**src/verilog/mcu_alu_params.svh**
```systemverilog
// Constants of the 8-bit core arithmetic unit: opcodes, timing, flags
// Included by the package; holds definitions only
// Behaviour
// - 8-bit add with and without carry
// - 8-bit multiply and divide, five cycles
// - Subtract with borrow, AND, OR, XOR, NOT
// - Multiply and divide operands treated as unsigned; add and subtract overflow flag is signed
// - Increment or decrement main, bank register or direct location
// - Rotate, swap, clear, complement, adjust: main only
// - Operands from main, second, bank register or outside
// - Carry, overflow, parity kept in status word
// - Legacy encodings and results kept
// - Add timing: bank 1, others 2
// - Add with carry timing: bank 1, others 2
// - Subtract with borrow timing: bank 1, others 2
// - Increment timing 1, 2 or 3
// - Decrement timing 1, 2 or 3
// - AND timing 1, 2, 3 or 4
// - OR timing 1, 2, 3 or 4
// - XOR timing 1, 2, 3 or 4
// - Single-operand main register ops take 1 cycle
// - Moves into main register: 1 or 2
// - Moves into bank register: 2 or 4
// - Moves into direct location: 3 or 4
// - One cycle equals one clock
`ifndef MCU_ALU_PARAMS_SVH
`define MCU_ALU_PARAMS_SVH
// Status word bit positions
`define ST_CY 7
`define ST_AC 6
`define ST_OV 2
`define ST_P 0
// Opcode high nibbles of the families
`define HI_INC 4'h0
`define HI_DEC 4'h1
`define HI_ADD 4'h2
`define HI_ADDC 4'h3
`define HI_OR 4'h4
`define HI_AND 4'h5
`define HI_XOR 4'h6
`define HI_MOVI 4'h7
`define HI_MOVD 4'h8
`define HI_SUB 4'h9
`define HI_MOVR 4'hA
`define HI_MOVA 4'hE
`define HI_MOVS 4'hF
// Opcode low nibbles
`define LO_TODIR 4'h2
`define LO_IMMDIR 4'h3
`define LO_IMM 4'h4
`define LO_DIR 4'h5
// Full opcodes
`define OP_INC_DP 8'hA3
`define OP_MUL 8'hA4
`define OP_DIV 8'h84
`define OP_DA 8'hD4
`define OP_SWAP 8'hC4
`define OP_DEC_DIR 8'h15
`define OP_AND_IMMDIR 8'h53
// Cycle counts
`define CYC_ONE 3'd1
`define CYC_TWO 3'd2
`define CYC_THREE 3'd3
`define CYC_FOUR 3'd4
`define CYC_MULDIV 3'd5
// Arithmetic constants
`define INC_STEP 8'h01
`define DP_STEP 16'h0001
`define DA_LIM 4'h9
`define DA_LO 9'h006
`define DA_HI 9'h060
`define DIV0_RES 8'hFF
`endif

```
**src/verilog/mcu_alu_pkg.sv**
```systemverilog
// Types shared by the arithmetic unit modules
// Assumes the constants header sits beside it
`include "mcu_alu_params.svh"
package mcu_alu_pkg;
	// Operation performed
	typedef enum logic [4:0] {K_NOP, K_ADD, K_ADDC, K_SUB, K_AND, K_OR, K_XOR, K_INC,
		K_DEC, K_MUL, K_DIV, K_CLR, K_CPL, K_RL, K_RLC, K_RR, K_RRC, K_SWAP, K_DA,
		K_MOV, K_INCDP} alu_kind_t;
	// Operand source
	typedef enum logic [2:0] {S_MAIN, S_B, S_BANK, S_MEM, S_IMM} sel_t;
	// Result destination
	typedef enum logic [2:0] {D_NONE, D_MAIN, D_BANK, D_MEM, D_DP, D_AB} dst_t;
	// Sequencer phase
	typedef enum logic {PH_IDLE, PH_BUSY} phase_t;
	// Decoded instruction
	typedef struct packed {
		alu_kind_t kind;
		sel_t asel;
		sel_t bsel;
		dst_t dst;
		logic [2:0] cyc;
	} dec_t;
	// Request from the core
	typedef struct packed {
		logic valid;
		logic [7:0] opcode;
		logic [7:0] imm;
		logic [7:0] mem;
	} req_t;
	// Completion and memory write-back
	typedef struct packed {
		logic done;
		logic mem_we;
		logic [7:0] mem_wdata;
	} rsp_t;
	// Architectural registers seen by the core
	typedef struct packed {
		logic [7:0] acc;
		logic [7:0] b;
		logic [7:0] program_status_word;
		logic [15:0] data_pointer_reg;
		logic [7:0] ptr0;
		logic [7:0] ptr1;
	} view_t;
	// Byte operation result
	typedef struct packed {
		logic [7:0] res;
		logic cy;
		logic ac;
		logic ov;
		logic wr_cy;
		logic wr_all;
	} alu_out_t;
	// Multiply or divide result
	typedef struct packed {
		logic [7:0] lo;
		logic [7:0] hi;
		logic ov;
	} md_out_t;
	// Whole unit state
	typedef struct packed {
		phase_t phase;
		logic [2:0] cnt;
		dec_t hop;
		logic [2:0] hidx;
		logic [7:0] himm;
		logic [7:0] hmem;
		logic [7:0] acc;
		logic [7:0] b;
		logic [7:0] program_status_word;
		logic [7:0][7:0] bank;
		logic [15:0] data_pointer_reg;
		logic done;
		logic mem_we;
		logic [7:0] mem_wdata;
	} state_t;
endpackage

```
**src/verilog/mcu_alu_core.sv**
```systemverilog
// Combinational byte operations with flag results
// Assumes the caller picks operands and commits the result
`timescale 1ns/1ps
module mcu_alu_core (
	input wire mcu_alu_pkg::alu_kind_t kind,
	input wire logic [7:0] a,
	input wire logic [7:0] bv,
	input wire logic cy_in,
	input wire logic ac_in,
	output mcu_alu_pkg::alu_out_t out
);
	import mcu_alu_pkg::*;
	logic sub; // Borrow form
	logic cin; // Carry into bit 0
	logic [7:0] bx; // Second operand, inverted on subtract
	logic [8:0] sum; // Full sum with carry out
	logic [4:0] lo; // Low nibble sum for aux carry
	logic [8:0] da; // Decimal adjusted value
	// Adder, decimal adjust and result select
	always_comb begin
		sub = (kind == K_SUB);
		bx = sub ? ~bv : bv;
		cin = (kind == K_ADDC) ? cy_in : (sub ? ~cy_in : 1'b0);
		sum = {1'b0, a} + {1'b0, bx} + {8'h00, cin};
		lo = {1'b0, a[3:0]} + {1'b0, bx[3:0]} + {4'h0, cin};
		da = {1'b0, a};
		if (a[3:0] > `DA_LIM || ac_in) begin
			da = da + `DA_LO;
		end
		if (da[7:4] > `DA_LIM || cy_in || da[8]) begin
			da = da + `DA_HI;
		end
		out = '0;
		out.res = a;
		out.cy = cy_in;
		out.ac = ac_in;
		case (kind)
			// Add, add with carry, subtract with borrow
			K_ADD, K_ADDC, K_SUB: begin
				out.res = sum[7:0];
				out.cy = sum[8] ^ sub;
				out.ac = lo[4] ^ sub;
				out.ov = (a[7] == bx[7]) && (sum[7] != a[7]);
				out.wr_cy = 1'b1;
				out.wr_all = 1'b1;
			end
			K_AND: out.res = a & bv;
			K_OR: out.res = a | bv;
			K_XOR: out.res = a ^ bv;
			K_INC: out.res = a + `INC_STEP;
			K_DEC: out.res = a - `INC_STEP;
			K_CLR: out.res = '0;
			K_CPL: out.res = ~a;
			K_RL: out.res = {a[6:0], a[7]};
			K_RR: out.res = {a[0], a[7:1]};
			// Rotates through carry
			K_RLC: begin
				out.res = {a[6:0], cy_in};
				out.cy = a[7];
				out.wr_cy = 1'b1;
			end
			K_RRC: begin
				out.res = {cy_in, a[7:1]};
				out.cy = a[0];
				out.wr_cy = 1'b1;
			end
			K_SWAP: out.res = {a[3:0], a[7:4]};
			// Decimal adjust keeps a set carry
			K_DA: begin
				out.res = da[7:0];
				out.cy = cy_in | da[8];
				out.wr_cy = 1'b1;
			end
			K_MOV: out.res = bv;
			default: out.res = a;
		endcase
	end
endmodule

```
**src/verilog/mcu_alu_muldiv.sv**
```systemverilog
// Unsigned 8x8 multiply and 8/8 divide
// Assumes the caller holds operands for the instruction length
`timescale 1ns/1ps
module mcu_alu_muldiv (
	input wire logic [7:0] a,
	input wire logic [7:0] bv,
	input wire logic div,
	output mcu_alu_pkg::md_out_t out
);
	import mcu_alu_pkg::*;
	logic [15:0] prod; // Full product
	// Divide by zero gives a fixed pattern and overflow
	always_comb begin
		prod = {8'h00, a} * {8'h00, bv};
		out.lo = prod[7:0];
		out.hi = prod[15:8];
		out.ov = |prod[15:8];
		if (div) begin
			out.ov = (bv == '0);
			out.lo = out.ov ? `DIV0_RES : a / bv;
			out.hi = out.ov ? `DIV0_RES : a % bv;
		end
	end
endmodule

```
**src/verilog/mcu_alu_unit.sv**
```systemverilog
// Arithmetic unit of the 8-bit core with instruction cycle timing
// Assumes the core gives opcode, immediate and memory byte with valid
`timescale 1ns/1ps
module mcu_alu_unit (
	input wire logic clk,
	input wire logic sys_rst,
	input wire mcu_alu_pkg::req_t req,
	output logic ready,
	output mcu_alu_pkg::rsp_t rsp,
	output mcu_alu_pkg::view_t view
);
	import mcu_alu_pkg::*;

	state_t st; // Registered state
	state_t next_st; // Next state
	dec_t dec_in; // Decode of incoming opcode
	dec_t dx; // Instruction in execution
	logic [2:0] x_idx; // Bank register index
	logic [7:0] x_imm; // Immediate in execution
	logic [7:0] x_mem; // Memory byte in execution
	logic [7:0] av; // First operand
	logic [7:0] bv; // Second operand
	logic accept; // Request taken
	logic commit; // Result written this edge
	alu_out_t alu; // Byte operation result
	md_out_t md; // Multiply or divide result

	// Build one decode entry
	function automatic dec_t mk(input alu_kind_t k, input sel_t a, input sel_t b,
		input dst_t d, input logic [2:0] c);
		dec_t r;
		r.kind = k;
		r.asel = a;
		r.bsel = b;
		r.dst = d;
		r.cyc = c;
		return r;
	endfunction

	// Operand multiplexer
	function automatic logic [7:0] pick(input sel_t s, input logic [7:0] acc_v,
		input logic [7:0] b_v, input logic [7:0] bank_v, input logic [7:0] mem_v,
		input logic [7:0] imm_v);
		case (s)
			S_MAIN: return acc_v;
			S_B: return b_v;
			S_BANK: return bank_v;
			S_MEM: return mem_v;
			default: return imm_v;
		endcase
	endfunction

	// Opcode to operation, operands, destination and length
	function automatic dec_t decode(input logic [7:0] op);
		dec_t d;
		alu_kind_t k;
		logic [3:0] lo;
		lo = op[3:0];
		d = mk(K_NOP, S_MAIN, S_MAIN, D_NONE, `CYC_ONE);
		k = K_NOP;
		case (op[7:4])
			// Two-operand families into the main register or a direct location; rotate left
			`HI_ADD, `HI_ADDC, `HI_SUB, `HI_AND, `HI_OR, `HI_XOR: begin
				case (op[7:4])
					`HI_ADD: k = K_ADD;
					`HI_ADDC: k = K_ADDC;
					`HI_SUB: k = K_SUB;
					`HI_AND: k = K_AND;
					`HI_OR: k = K_OR;
					default: k = K_XOR;
				endcase
				if (op[3]) begin
					d = mk(k, S_MAIN, S_BANK, D_MAIN, `CYC_ONE);
				end else if (lo == `LO_IMM) begin
					d = mk(k, S_MAIN, S_IMM, D_MAIN, `CYC_TWO);
				end else if (lo >= `LO_DIR) begin
					d = mk(k, S_MAIN, S_MEM, D_MAIN, `CYC_TWO);
				end else if (k == K_AND || k == K_OR || k == K_XOR) begin
					if (lo == `LO_TODIR) begin
						d = mk(k, S_MEM, S_MAIN, D_MEM, `CYC_THREE);
					end else if (lo == `LO_IMMDIR) begin
						d = mk(k, S_MEM, S_IMM, D_MEM, `CYC_FOUR);
					end
				end else if (lo == `LO_IMMDIR && k == K_ADD) begin
					d = mk(K_RL, S_MAIN, S_MAIN, D_MAIN, `CYC_ONE);
				end else if (lo == `LO_IMMDIR && k == K_ADDC) begin
					d = mk(K_RLC, S_MAIN, S_MAIN, D_MAIN, `CYC_ONE);
				end
			end
			// Increment and decrement of main, bank register or direct location; rotate right
			`HI_INC, `HI_DEC: begin
				k = op[4] ? K_DEC : K_INC;
				if (op[3]) begin
					d = mk(k, S_BANK, S_MAIN, D_BANK, `CYC_TWO);
				end else if (lo == `LO_IMM) begin
					d = mk(k, S_MAIN, S_MAIN, D_MAIN, `CYC_ONE);
				end else if (lo >= `LO_DIR) begin
					d = mk(k, S_MEM, S_MAIN, D_MEM, `CYC_THREE);
				end else if (lo == `LO_IMMDIR) begin
					d = mk(op[4] ? K_RRC : K_RR, S_MAIN, S_MAIN, D_MAIN, `CYC_ONE);
				end
			end
			// Moves into the main register, clear
			`HI_MOVA: begin
				if (op[3]) begin
					d = mk(K_MOV, S_MAIN, S_BANK, D_MAIN, `CYC_ONE);
				end else if (lo == `LO_IMM) begin
					d = mk(K_CLR, S_MAIN, S_MAIN, D_MAIN, `CYC_ONE);
				end else if (lo >= `LO_DIR) begin
					d = mk(K_MOV, S_MAIN, S_MEM, D_MAIN, `CYC_TWO);
				end
			end
			// Moves from the main register, complement
			`HI_MOVS: begin
				if (op[3]) begin
					d = mk(K_MOV, S_MAIN, S_MAIN, D_BANK, `CYC_TWO);
				end else if (lo == `LO_IMM) begin
					d = mk(K_CPL, S_MAIN, S_MAIN, D_MAIN, `CYC_ONE);
				end else if (lo == `LO_DIR) begin
					d = mk(K_MOV, S_MAIN, S_MAIN, D_MEM, `CYC_THREE);
				end
			end
			// Immediate moves
			`HI_MOVI: begin
				if (op[3]) begin
					d = mk(K_MOV, S_MAIN, S_IMM, D_BANK, `CYC_TWO);
				end else if (lo == `LO_IMM) begin
					d = mk(K_MOV, S_MAIN, S_IMM, D_MAIN, `CYC_TWO);
				end
			end
			// Direct into bank, data pointer, multiply
			`HI_MOVR: begin
				if (op[3]) begin
					d = mk(K_MOV, S_MAIN, S_MEM, D_BANK, `CYC_FOUR);
				end else if (op == `OP_INC_DP) begin
					d = mk(K_INCDP, S_MAIN, S_MAIN, D_DP, `CYC_ONE);
				end else if (op == `OP_MUL) begin
					d = mk(K_MUL, S_MAIN, S_B, D_AB, `CYC_MULDIV);
				end
			end
			// Moves into direct locations, divide
			`HI_MOVD: begin
				if (op[3]) begin
					d = mk(K_MOV, S_MAIN, S_BANK, D_MEM, `CYC_THREE);
				end else if (lo >= `LO_DIR) begin
					d = mk(K_MOV, S_MAIN, S_MEM, D_MEM, `CYC_FOUR);
				end else if (op == `OP_DIV) begin
					d = mk(K_DIV, S_MAIN, S_B, D_AB, `CYC_MULDIV);
				end
			end
			// Swap and decimal adjust
			default: begin
				if (op == `OP_SWAP) begin
					d = mk(K_SWAP, S_MAIN, S_MAIN, D_MAIN, `CYC_ONE);
				end else if (op == `OP_DA) begin
					d = mk(K_DA, S_MAIN, S_MAIN, D_MAIN, `CYC_ONE);
				end
			end
		endcase
		return d;
	endfunction

	// Handshake: one instruction at a time
	assign ready = (st.phase == PH_IDLE);
	assign accept = req.valid && ready;
	assign dec_in = decode(req.opcode);

	// Execute from the request when idle, else from the held copy
	always_comb begin
		if (st.phase == PH_IDLE) begin
			dx = dec_in;
			x_idx = req.opcode[2:0];
			x_imm = req.imm;
			x_mem = req.mem;
		end else begin
			dx = st.hop;
			x_idx = st.hidx;
			x_imm = st.himm;
			x_mem = st.hmem;
		end
	end

	// Operands from main, second, bank register or outside
	assign av = pick(dx.asel, st.acc, st.b, st.bank[x_idx], x_mem, x_imm);
	assign bv = pick(dx.bsel, st.acc, st.b, st.bank[x_idx], x_mem, x_imm);

	// Commit on the last clock of the instruction
	assign commit = (accept && dec_in.cyc == `CYC_ONE) ||
		(st.phase == PH_BUSY && st.cnt == `CYC_ONE);

	mcu_alu_core i_mcu_alu_core (
		.kind(dx.kind),
		.a(av),
		.bv(bv),
		.cy_in(st.program_status_word[`ST_CY]),
		.ac_in(st.program_status_word[`ST_AC]),
		.out(alu)
	);

	mcu_alu_muldiv i_mcu_alu_muldiv (
		.a(av),
		.bv(bv),
		.div(dx.kind == K_DIV),
		.out(md)
	);

	// Next state: sequencer, write-back and flags
	always_comb begin
		next_st = st;
		next_st.done = 1'b0;
		next_st.mem_we = 1'b0;
		// Hold a multi-cycle instruction
		if (accept && dec_in.cyc != `CYC_ONE) begin
			next_st.phase = PH_BUSY;
			next_st.cnt = dec_in.cyc - `CYC_ONE;
			next_st.hop = dec_in;
			next_st.hidx = req.opcode[2:0];
			next_st.himm = req.imm;
			next_st.hmem = req.mem;
		end
		// One count per clock
		if (st.phase == PH_BUSY) begin
			next_st.cnt = st.cnt - `CYC_ONE;
			if (st.cnt == `CYC_ONE) begin
				next_st.phase = PH_IDLE;
			end
		end
		if (commit) begin
			next_st.done = 1'b1;
			case (dx.dst)
				D_MAIN: next_st.acc = alu.res;
				D_BANK: next_st.bank[x_idx] = alu.res;
				// Result driven out of the unit
				D_MEM: begin
					next_st.mem_we = 1'b1;
					next_st.mem_wdata = alu.res;
				end
				D_DP: next_st.data_pointer_reg = st.data_pointer_reg + `DP_STEP;
				D_AB: begin
					next_st.acc = md.lo;
					next_st.b = md.hi;
				end
				default: next_st.done = 1'b1;
			endcase
			// Flags into the status word
			if (dx.kind == K_MUL || dx.kind == K_DIV) begin
				next_st.program_status_word[`ST_CY] = 1'b0;
				next_st.program_status_word[`ST_OV] = md.ov;
			end else begin
				if (alu.wr_cy) begin
					next_st.program_status_word[`ST_CY] = alu.cy;
				end
				if (alu.wr_all) begin
					next_st.program_status_word[`ST_AC] = alu.ac;
					next_st.program_status_word[`ST_OV] = alu.ov;
				end
			end
		end
		next_st.program_status_word[`ST_P] = ^next_st.acc;
	end

	// State register, synchronous reset
	always_ff @(posedge clk) begin
		if (sys_rst) begin
			st <= '0;
		end else begin
			st <= next_st;
		end
	end

	// Outputs straight from flip-flops
	assign rsp = {st.done, st.mem_we, st.mem_wdata};
	assign view = {st.acc, st.b, st.program_status_word, st.data_pointer_reg, st.bank[0], st.bank[1]};

	// Reference values captured at acceptance
	logic [15:0] h_mul;
	logic [7:0] h_add;
	logic [7:0] h_addc;
	logic h_brw;
	logic [2:0] h_idx;
	logic [7:0] h_inc;
	logic [7:0] h_dec;
	logic [7:0] h_and;
	logic [7:0] h_swap;
	assign h_mul = {8'h00, st.acc} * {8'h00, st.b};
	assign h_add = 8'(st.acc + st.bank[req.opcode[2:0]]);
	assign h_addc = 8'(st.acc + req.imm + {7'h00, st.program_status_word[`ST_CY]});
	assign h_brw = {1'b0, st.acc} < ({1'b0, st.bank[req.opcode[2:0]]} +
		{8'h00, st.program_status_word[`ST_CY]});
	assign h_idx = req.opcode[2:0];
	assign h_inc = 8'(st.bank[h_idx] + `INC_STEP);
	assign h_dec = 8'(req.mem - `INC_STEP);
	assign h_and = req.mem & req.imm;
	assign h_swap = {st.acc[3:0], st.acc[7:4]};
endmodule

```
**config.mk**
```make
export PLATFORM = sky130hd
export DESIGN_NAME = mcu_alu_unit
export DESIGN_NICKNAME = d
export VERILOG_FILES = /design/src/verilog/mcu_alu_pkg.sv /design/src/verilog/mcu_alu_core.sv /design/src/verilog/mcu_alu_muldiv.sv /design/src/verilog/mcu_alu_unit.sv
export VERILOG_INCLUDE_DIRS = /design/src /design/src/verilog
export SDC_FILE = /design/constraint.sdc
export NUM_CORES = 1
export LEC_CHECK = 0
export ABC_AREA = 1
export BUFFER_PORTS_ARGS = -buffer_cell sky130_fd_sc_hd__buf_2
export CAP_MARGIN = 40
export CORE_MARGIN = 2
export CORE_UTILIZATION = 63
export CTS_CLUSTER_DIAMETER = 30
export DETAILED_ROUTE_END_ITERATION = 7
export PLACE_DENSITY = 0.86
export SYNTH_ARGS = -nofsm -noshare
export SYNTH_HDL_FRONTEND = slang
export SYNTH_SLANG_ARGS = --single-unit
```
**constraint.sdc**
```tcl
create_clock -name clk -period 18.1 [get_ports clk]
set_clock_uncertainty 0.2 [all_clocks]
set_input_delay 0.905 -clock clk [delete_from_list [all_inputs] [get_ports clk]]
set_output_delay 0.905 -clock clk [all_outputs]
set_load 0.005 [all_outputs]
```
### Word level (Yosys, flattened, before mapping)

Cells that the tools add are included.

| storage, ports and cells | value |
|---|---|
| ROM bits | 0 |
| input bits | 27 |
| register bits after elaboration | 150 |
| memories | 0 |
| bits in writable memories | 0 |
| latch bits | 0 |
| word-level logic and storage cells | 228 |
| output and inout port bits | 67 |

| operators by class | value |
|---|---|
| divide/modulo/power cells | 2 |
| $lt $le $gt $ge | 5 |
| add/subtract/negate cells | 11 |
| multiply operators | 1 |
| shifts and indexed selects | 0 |
| reductions and logical operators | 37 |
| multiplexer cells | 71 |
| equal/unequal tests | 61 |
| bitwise gates (word level) | 12 |

Operator list:

| cell | number |
|---|---|
| $mux 17 | 26 |
| $pmux 8 s15 | 1 |
| $pmux 17 s7 | 1 |
| $bwmux 64 | 1 |
| $mux 16 | 4 |
| $mux 8 | 8 |
| $pmux 8 s4 | 2 |
| $eq 5x4->1 const B | 8 |
| $eq 8x8->1 const B | 5 |
| $mux 40 | 1 |
| $eq 5x3->1 const B | 7 |
| $mux 9 | 3 |
| $bmux 8 s3 | 1 |
| $demux 8 s3 | 1 |
| $eq 4x3->1 const B | 6 |
| $eq 4x4->1 const B | 5 |
| $eq 5x5->1 const B | 4 |
| $eq 3x2->1 const B | 6 |
| $mux 18 | 1 |
| $add 16x1->16 const B | 1 |
| $eq 4x2->1 const B | 4 |
| $mul 8x8->16 | 1 |
| $not 8->8 | 2 |
| $pmux 8 s2 | 1 |
| 52 further kinds | 100 |

### Longest topological paths before layout

Gate-level depths: netlist of run 1.

| logic depth | value |
|---|---|
| word-level depth | 28 |
| mapped depth | 107 |
| gate-level depth less buffers | 105 |

### Hierarchy

From an unflattened synthesis of run 1, not the netlist that was laid out.

| second synthesis, totals | value |
|---|---|
| cell total of the unflattened synthesis | 2306 |
| area, all modules | 15215.8 um^2 |

By module, submodules not included:

| module | times used | cells an instance | area an instance (um^2) | seq. area each (um^2) |
|---|---|---|---|---|
| mcu_alu_unit | 1 | 1234 | 8321.7 | 2922.8 |
| mcu_alu_muldiv | 1 | 687 | 4569.4 | 0.0 |
| mcu_alu_core | 1 | 385 | 2324.7 | 0.0 |

### Least setup slack after synthesis of run 1

No wires, ideal clock.

| timing | value |
|---|---|
| path type | input to register |
| start point | input port req[18] (netlist name) |
| end point | register st (netlist bit view[32]) |
| setup time | 0.134 ns |
| stages | 99 |
| arrival | 14.472 ns |
| setup slack | 3.294 ns |
| required time | 17.766 ns |
| buffers on the path | 3 |
| path through | nor2_2 inv_2 nor2_2 o2111ai_2 nand3_1 nand2_2 buf_4 nand3_1 nand2_1 nor2_1 clkbuf_1 ha_1 inv_1 nor2_1 nand2_1 nor2_2 nand2_1 nand2_1 (+63 left out) nand2_1 a21oi_1 o21ai_0 nand2_1 nand2_1 a21oi_2 inv_1 o221ai_1 nand3_1 o21ai_1 xor2_1 nand2_1 nand2_1 inv_1 nand2_1 nand2_1 nand2_1 a21oi_1 |

| on the way | value |
|---|---|
| cells in the longest elaborated chain, start to end | 22 |
| elaborated cells between the ends (all ways) | 109 |
| classes of those cells | add/sub: 6; mul: 1; div: 1; order compare: 3; eq/ne: 36; mux: 45; bitwise: 5; reduce/logical: 12 |

Ends and longest elaborated chain:

| item | line | source |
|---|---|---|
| start: declaration | mcu_alu_unit.sv:7 | `input wire mcu_alu_pkg::req_t req,` |
| parallel branches: the longest is 20 deep, another holds $div 8x8->8 | n/a |  |
| $mux 18 (*) | mcu_alu_unit.sv:228 | `if (commit) begin` |
| $reduce_xor 8->1 (*) | mcu_alu_unit.sv:259 | `` next_st.program_status_word[`ST_P] = ^next_st.acc; `` |
| end signal: assignment | mcu_alu_unit.sv:267 | `st <= next_st;` |
| end: declaration | mcu_alu_unit.sv:14 | `state_t st;` |

Every way passes the cells marked *. The select of a mux whose other input is x is not followed.
A chain may end at the register's enable or synchronous reset.

### Final worst setup path of run 1

| timing | value |
|---|---|
| start point | input port req[20] (netlist name) |
| end point | register st (netlist bit view[32]) |

| on the way | value |
|---|---|
| cells in the longest elaborated chain, start to end | 25 |
| elaborated cells between the ends (all ways) | 119 |
| classes of those cells | add/sub: 6; mul: 1; div: 1; order compare: 2; eq/ne: 49; mux: 38; bitwise: 5; reduce/logical: 17 |

Ends and longest elaborated chain:

| item | line | source |
|---|---|---|
| $eq 4x3->1, or another cell as far along | n/a |  |
| $pmux 3 s5 | mcu_alu_unit.sv:64 | `case (op[7:4])` |
| $mux 5 | mcu_alu_unit.sv:61 | `case (op[7:4])` |
| $eq 5x1->1 or $eq 5x3->1 (tied branches) | mcu_alu_unit.sv:84, mcu_alu_unit.sv:78 |  |
| $logic_and 1x1->1 or $logic_or 1x1->1 (tied branches) | mcu_alu_unit.sv:84, mcu_alu_unit.sv:78 |  |
| $mux 16 or $logic_or 1x1->1 (tied branches) | mcu_alu_unit.sv:84, mcu_alu_unit.sv:78 |  |
| $mux 17 | mcu_alu_unit.sv:78 | `end else if (k == K_AND \|\| k == K_OR \|\| k == K_XOR) begin` |
| $mux 17 | mcu_alu_unit.sv:76 | `` end else if (lo >= `LO_DIR) begin `` |
| $mux 17 | mcu_alu_unit.sv:74 | `` end else if (lo == `LO_IMM) begin `` |
| $mux 17 | mcu_alu_unit.sv:72 | `if (op[3]) begin` |
| $pmux 17 s7 (*) | mcu_alu_unit.sv:61 |  |
| parallel branches: the longest is 12 deep, another holds $div 8x8->8 | n/a |  |
| $mux 18 (*) | mcu_alu_unit.sv:228 |  |
| $reduce_xor 8->1 (*) | mcu_alu_unit.sv:259 |  |

Marks and branches as above.

==> results.sh, run 1 <==
export IMPL_cp_startpoint="req[20]"
export IMPL_cts_root_buf="clkbuf_16"
export IMPL_final_nets=2433
export IMPL_synth_area_leader_cell="dfxtp_1"
export IMPL_hold_worst_slack_ns=0.250
export IMPL_min_period_ns=16.51
export IMPL_cp_data_required_time_ns=18.18
export IMPL_avgSynthCellArea_um2=6.52
export IMPL_endpoint="view[32]$_SDFF_PP0_"
export IMPL_wl_per_cell_um=17.5
export IMPL_globalplace_congestion=0.997
export IMPL_io_buffer_count=89
export IMPL_drt_pass1_iter_count=6
export IMPL_worstHoldPathType="reg -> reg"
export IMPL_initial_core_util=0.646
export IMPL_hpwl_um=33900
export IMPL_overflow=0
export IMPL_cts_path_max_buffers=2
export IMPL_drive_gt1_frac=0.124
export IMPL_worstPathMaxFanout=15
export IMPL_yosysTopAreaCellShare=0.199
export IMPL_die_area_um2=24600
export IMPL_slowest_delay_ns=0.48
export IMPL_setup_worst_path_end_class="flop"
export IMPL_fmax_mhz=60.6
export IMPL_yosysWarnings=0
export IMPL_dieWidth_um=157
export IMPL_seq_area_frac_synth=0.199
export IMPL_fillers=1999
export IMPL_die_h_um=157
export IMPL_synth_common_cells="nand2_1, inv_1, nor2_1"
export IMPL_final_period_utilization=0.912
export IMPL_fin_ws_ns=1.59
export IMPL_ff2ff_setup_slack_ns=1.66
export IMPL_setup_viol=0
export IMPL_drc_errors=0
export IMPL_cp_common_cell="nand2_1"
export IMPL_path_clk_slew_ns=0.07
export IMPL_maxCapViolCount=0
export IMPL_synth_cell_type_count=66
export IMPL_cts_max_level=4
export IMPL_clkLatencyLatePin_ns=0.44
export IMPL_postRouteAntennaNets=0
export IMPL_pin_count=94
export IMPL_finalMaxSlewViolations=0
export IMPL_syn_inst=2256
export IMPL_status="completed"
export IMPL_reg2reg_from="st[153]$_SDFF_PP0_"
export IMPL_cts_sinks=146
export IMPL_crit_type="in -> reg"
export IMPL_area_growth_pct=5.58
export IMPL_yosys_register_bits=146
export IMPL_grt_antenna_before_repair=0
export IMPL_synth_edf_count=0
export IMPL_rsz0062_at_grt="false"
export IMPL_start_kind="primary input"
export IMPL_wl_um=45100
export IMPL_grt_max_degree=72
export IMPL_num_vias=15300
export IMPL_synth_area_um2=14700
export IMPL_worstMarginPinSlew_ns=0.895
export IMPL_fp_coreArea_um2=22800
export IMPL_critPathSlowestCell="fa_1"
export IMPL_yosysMostFrequentCell="nand2_1"
export IMPL_preCtsSetupSlack_ns=0.725
export IMPL_crit_arrival_ns=16.59
export IMPL_grt_pass1_wl_um=72800
export IMPL_grt_pass1_vias=14500
export IMPL_grt_usage=0.372
export IMPL_cts_tree="built"
export IMPL_finalHoldViolCount=0
export IMPL_reg2reg_to="view[32]$_SDFF_PP0_"
export IMPL_rows=55
export IMPL_slew_headroom=0.402
export IMPL_synthArstFlopShare=0
export IMPL_drt_iter0_markers=1730
export IMPL_cts_setup_buffers=0
export IMPL_viasPerCell=5.92
export IMPL_antenna_cells=0
export IMPL_synthTopCellsByArea="dfxtp_1, nand2_1, ha_1, inv_1, o21ai_0"
export IMPL_tns_ns=0
export IMPL_yosys_most_used_dff="dfxtp_1"
export IMPL_ff2ff_path_depth=98
export IMPL_cts_made_buffers=17
## cells by family (layout without fill, tap and decap cells)
kind of cell,count (synthesis),after routing,share of synthesized area
compound gates,489,489,0.191
xor+xnor,56,56,0.0339
fa+ha+maj,153,153,0.151
buf+inv,477,484,0.145
flops,146,146,0.199
mux,2,2,0.00136
other cells,1,4,0.000255
simple gates,932,932,0.279
## per-layer routing
metal	vias to the layer above	share of wire	GRT usage	wire length, um
met1	7071	0.40	0.490	18100
met5	-	0	0	0
met2	801	0.45	0.594	20300
met3	141	0.10	0.0670	4610
met4	0	0.046	0.166	2070
li1	7261	-	-	-
## sequential cells by signal (all words and copies together), names as in the netlist
register  cells
st           84
view         52
rsp          10
## repair_timing
action	in CTS	in global routing
endpoints found under the setup margin	0	8
hold buffers	0	0
gates resized for setup	0	8
## worst min-delay path by stage
stage / cells past startpoint / to / slack (ns) / start
floorplan: 2 / st[137]$_SDFFE_PP0P_ / 0.22 / st[137]$_SDFFE_PP0P_
global placement: 1 / view[31]$_SDFFE_PP0P_ / 0.24 / view[31]$_SDFFE_PP0P_
detailed placement: 2 / st[149]$_SDFFE_PP0P_ / 0.24 / st[149]$_SDFFE_PP0P_
CTS: 2 / st[149]$_SDFFE_PP0P_ / 0.25 / st[149]$_SDFFE_PP0P_
global route: 2 / st[131]$_SDFFE_PP0P_ / 0.27 / st[131]$_SDFFE_PP0P_
finish: 2 / st[149]$_SDFFE_PP0P_ / 0.25 / st[149]$_SDFFE_PP0P_
## placed cells by master (no fill, tap or decap), types with 11 or more instances in the layout
master and n:
nand2_1 471, inv_1 323, nor2_1 196, o21ai_0 182, a21oi_1 158, dfxtp_1 146, nand3_1 116, ha_1 113
buf_2 89, xor2_1 40, fa_1 40, nand2_2 34, o21bai_1 27, nor2_2 21, o22ai_1 20, nand4_1 20
inv_2 19, or2_2 19, clkbuf_16 17, nor3_1 16, o21ai_2 15, xnor2_1 15, o211ai_1 13, buf_4 13
o21ai_1 12, a31oi_1 11
## per-stage QoR
step | util | instances | area (um^2)
2_1_floorplan | - | 2259 | 14700
3_3_place_gp | 0.651 | 2544 | 14800
3_5_place_dp | 0.654 | 2547 | 14900
4_1_cts | 0.681 | 2579 | 15500
5_1_grt | 0.682 | 2579 | 15500
6_report | 0.682 | 2579 | 15500
## layout make-up
type | instances | area [um^2] | share of cell area
clock buffers | 17 | 425 | 0.0274
clock inverters | 15 | 170 | 0.0110
inverters | 346 | 1310 | 0.0844
multi-input cells | 1636 | 9680 | 0.623
flip-flops and latches | 146 | 2920 | 0.188
well taps | 313 | 392 | 0.0252
repair buffers | 106 | 629 | 0.0405
## worst max-delay path, delay by kind of cell
family                   cells  cell delay, ns
AO/OA/AOI/OAI               33            5.82
AND/OR/NAND/NOR             45            5.28
adder cells (fa/ha/maj)      8            2.58
buffers and inverters       13            1.61
XOR/XNOR                     2            0.35
Power of run 1 is left out: the tool's default activity adds up to more than one toggle a clock period on the data nets, which glitch-free logic cannot reach.
==> inputs of run 2 (changes only) <==
MAX_ROUTING_LAYER = met4   (was default)
SLEW_MARGIN = 5   (was default)
==> run 2 against run 1 <==
  * Clock-buffer cell count is 1 higher
  * Global-route usage is 1.6 points higher
  * Die area stayed put
  * Worst hold slack better by 0.0024 ns
  * Final cell count is 0.23% higher
  * Flip-flop and latch count stayed put
  * First-iteration DRC count is 7.7% lower
  * Critical path type unchanged
==> results.sh, run 2 (same netlist as run 1, synthesis figures left out) <==
export IMPL_route_met3_wl_um=4340
export IMPL_grt_usage=0.387
export IMPL_cts_tree="built"
export IMPL_crit_type="in -> reg"
export IMPL_slowest_delay_ns=0.70
export IMPL_hpwl_um=34100
export IMPL_grt_pass1_wl_um=73500
export IMPL_largest_reg_flops=84
export IMPL_postRouteAntennaNets=0
export IMPL_dp_cells=2547
export IMPL_die_area_um2=24600
export IMPL_cp_data_required_time_ns=18.17
export IMPL_start_kind="primary input"
export IMPL_cts_max_level=4
export IMPL_wl_um=45800
export IMPL_critical_path_buf_inv_count=14
export IMPL_tns_ns=0
export IMPL_num_vias=15200
export IMPL_cp_common_cell="nand2_1"
export IMPL_grt_antenna_before_repair=0
export IMPL_ff2ff_setup_slack_ns=1.64
export IMPL_setup_worst_path_end_class="flop"
export IMPL_initial_core_util=0.646
export IMPL_setup_viol=0
export IMPL_fp_coreArea_um2=22800
export IMPL_fin_cells=2585
export IMPL_cts_made_buffers=17
export IMPL_rsz0062_at_grt="false"
export IMPL_finalMaxSlewViolations=0
export IMPL_finalHoldViolCount=0
export IMPL_drc_errors=0
export IMPL_placed_area_um2=14900
export IMPL_die_h_um=157
export IMPL_worstHoldPathType="reg -> reg"
export IMPL_status="completed"
export IMPL_cts_root_buf="clkbuf_16"
export IMPL_final_period_utilization=0.911
export IMPL_critPathSlowestCell="o21ai_2"
export IMPL_path_clk_slew_ns=0.07
export IMPL_largest_register="st"
export IMPL_slew_headroom=0.415
export IMPL_wl_met2_um=20900
export IMPL_maxCapViolCount=0
export IMPL_cp_top_family="compound AO/OA/AOI/OAI gates"
export IMPL_crit_arrival_ns=16.57
export IMPL_area_growth_pct=5.40
export IMPL_layout_commonest_cell="nand2_1"
export IMPL_io_buffer_count=89
export IMPL_grt_max_degree=72
export IMPL_worstMarginPinSlew_ns=0.877
export IMPL_min_period_ns=16.49
export IMPL_drive_gt1_frac=0.126
export IMPL_cts_path_max_buffers=2
export IMPL_drt_pass1_iter_count=6
export IMPL_rows=55
export IMPL_hold_worst_slack_ns=0.253
export IMPL_grt_pass1_vias=14200
export IMPL_clkLatencyLatePin_ns=0.44
export IMPL_cts_sinks=146
export IMPL_drt_met1_wl_um=19100
export IMPL_viasPerCell=5.88
export IMPL_layout_common_cells="nand2_1, inv_1, nor2_1"
export IMPL_drt_iter0_markers=1596
export IMPL_stdcell_area_um2=15500
export IMPL_worstPathMaxFanout=19
export IMPL_pin_count=94
export IMPL_fmax_mhz=60.6
export IMPL_top_layer_used="met4"
export IMPL_overflow=0
export IMPL_hold_buffers=0
export IMPL_dieWidth_um=157
export IMPL_wl_per_cell_um=17.7
export IMPL_globalplace_congestion=1.02
export IMPL_fillers=1985
export IMPL_final_nets=2438
## run 2: final timing paths
check	start	to	depth (start not counted)
max reg2reg	st[153]$_SDFF_PP0_	view[32]$_SDFF_PP0_	101
max	req[17]	view[32]$_SDFF_PP0_	98
min reg2reg	st[149]$_SDFFE_PP0P_	st[149]$_SDFFE_PP0P_	2
min	st[149]$_SDFFE_PP0P_	st[149]$_SDFFE_PP0P_	2
## run 2: layer usage
metal	up-vias	GRT usage
met5	-	-
met4	0	0.135
met3	113	0.0670
met2	761	0.613
met1	7072	0.500
li1	7262	-
## run 2: per-stage QoR
| step | setup slack (ns) | utilization |
|---|---|---|
| 5_1_grt | 0.0362 | 0.680 |
| 2_1_floorplan | 3.29 | - |
| 6_report | 1.61 | 0.681 |
| 3_5_place_dp | 0.360 | 0.653 |
| 4_1_cts | 0.505 | 0.677 |
| 3_3_place_gp | 1.24 | 0.651 |
## run 2: repair_timing
action,in CTS,in global routing
gates resized for setup,0,12
buffers inserted,0,5
endpoints found under the setup margin,0,10
## run 2: layout make-up
class,instances,area [um^2],area share
Multi-Input combinational cell,1636,9690,0.625
Sequential cell,146,2920,0.189
Inverter,346,1310,0.0848
Timing Repair Buffer,111,634,0.0409
Clock buffer,18,429,0.0277
Tap cell,313,392,0.0253
Clock inverter,14,116,0.00751
Antenna cell,1,2.50,0.000161
## run 2: tightest hold or removal path, stage by stage, from the launching register on
cell	delay, ns
dfxtp_1	0.30
inv_1	0.05
a21oi_1	0.05
Power of run 2 is left out for the same reason.
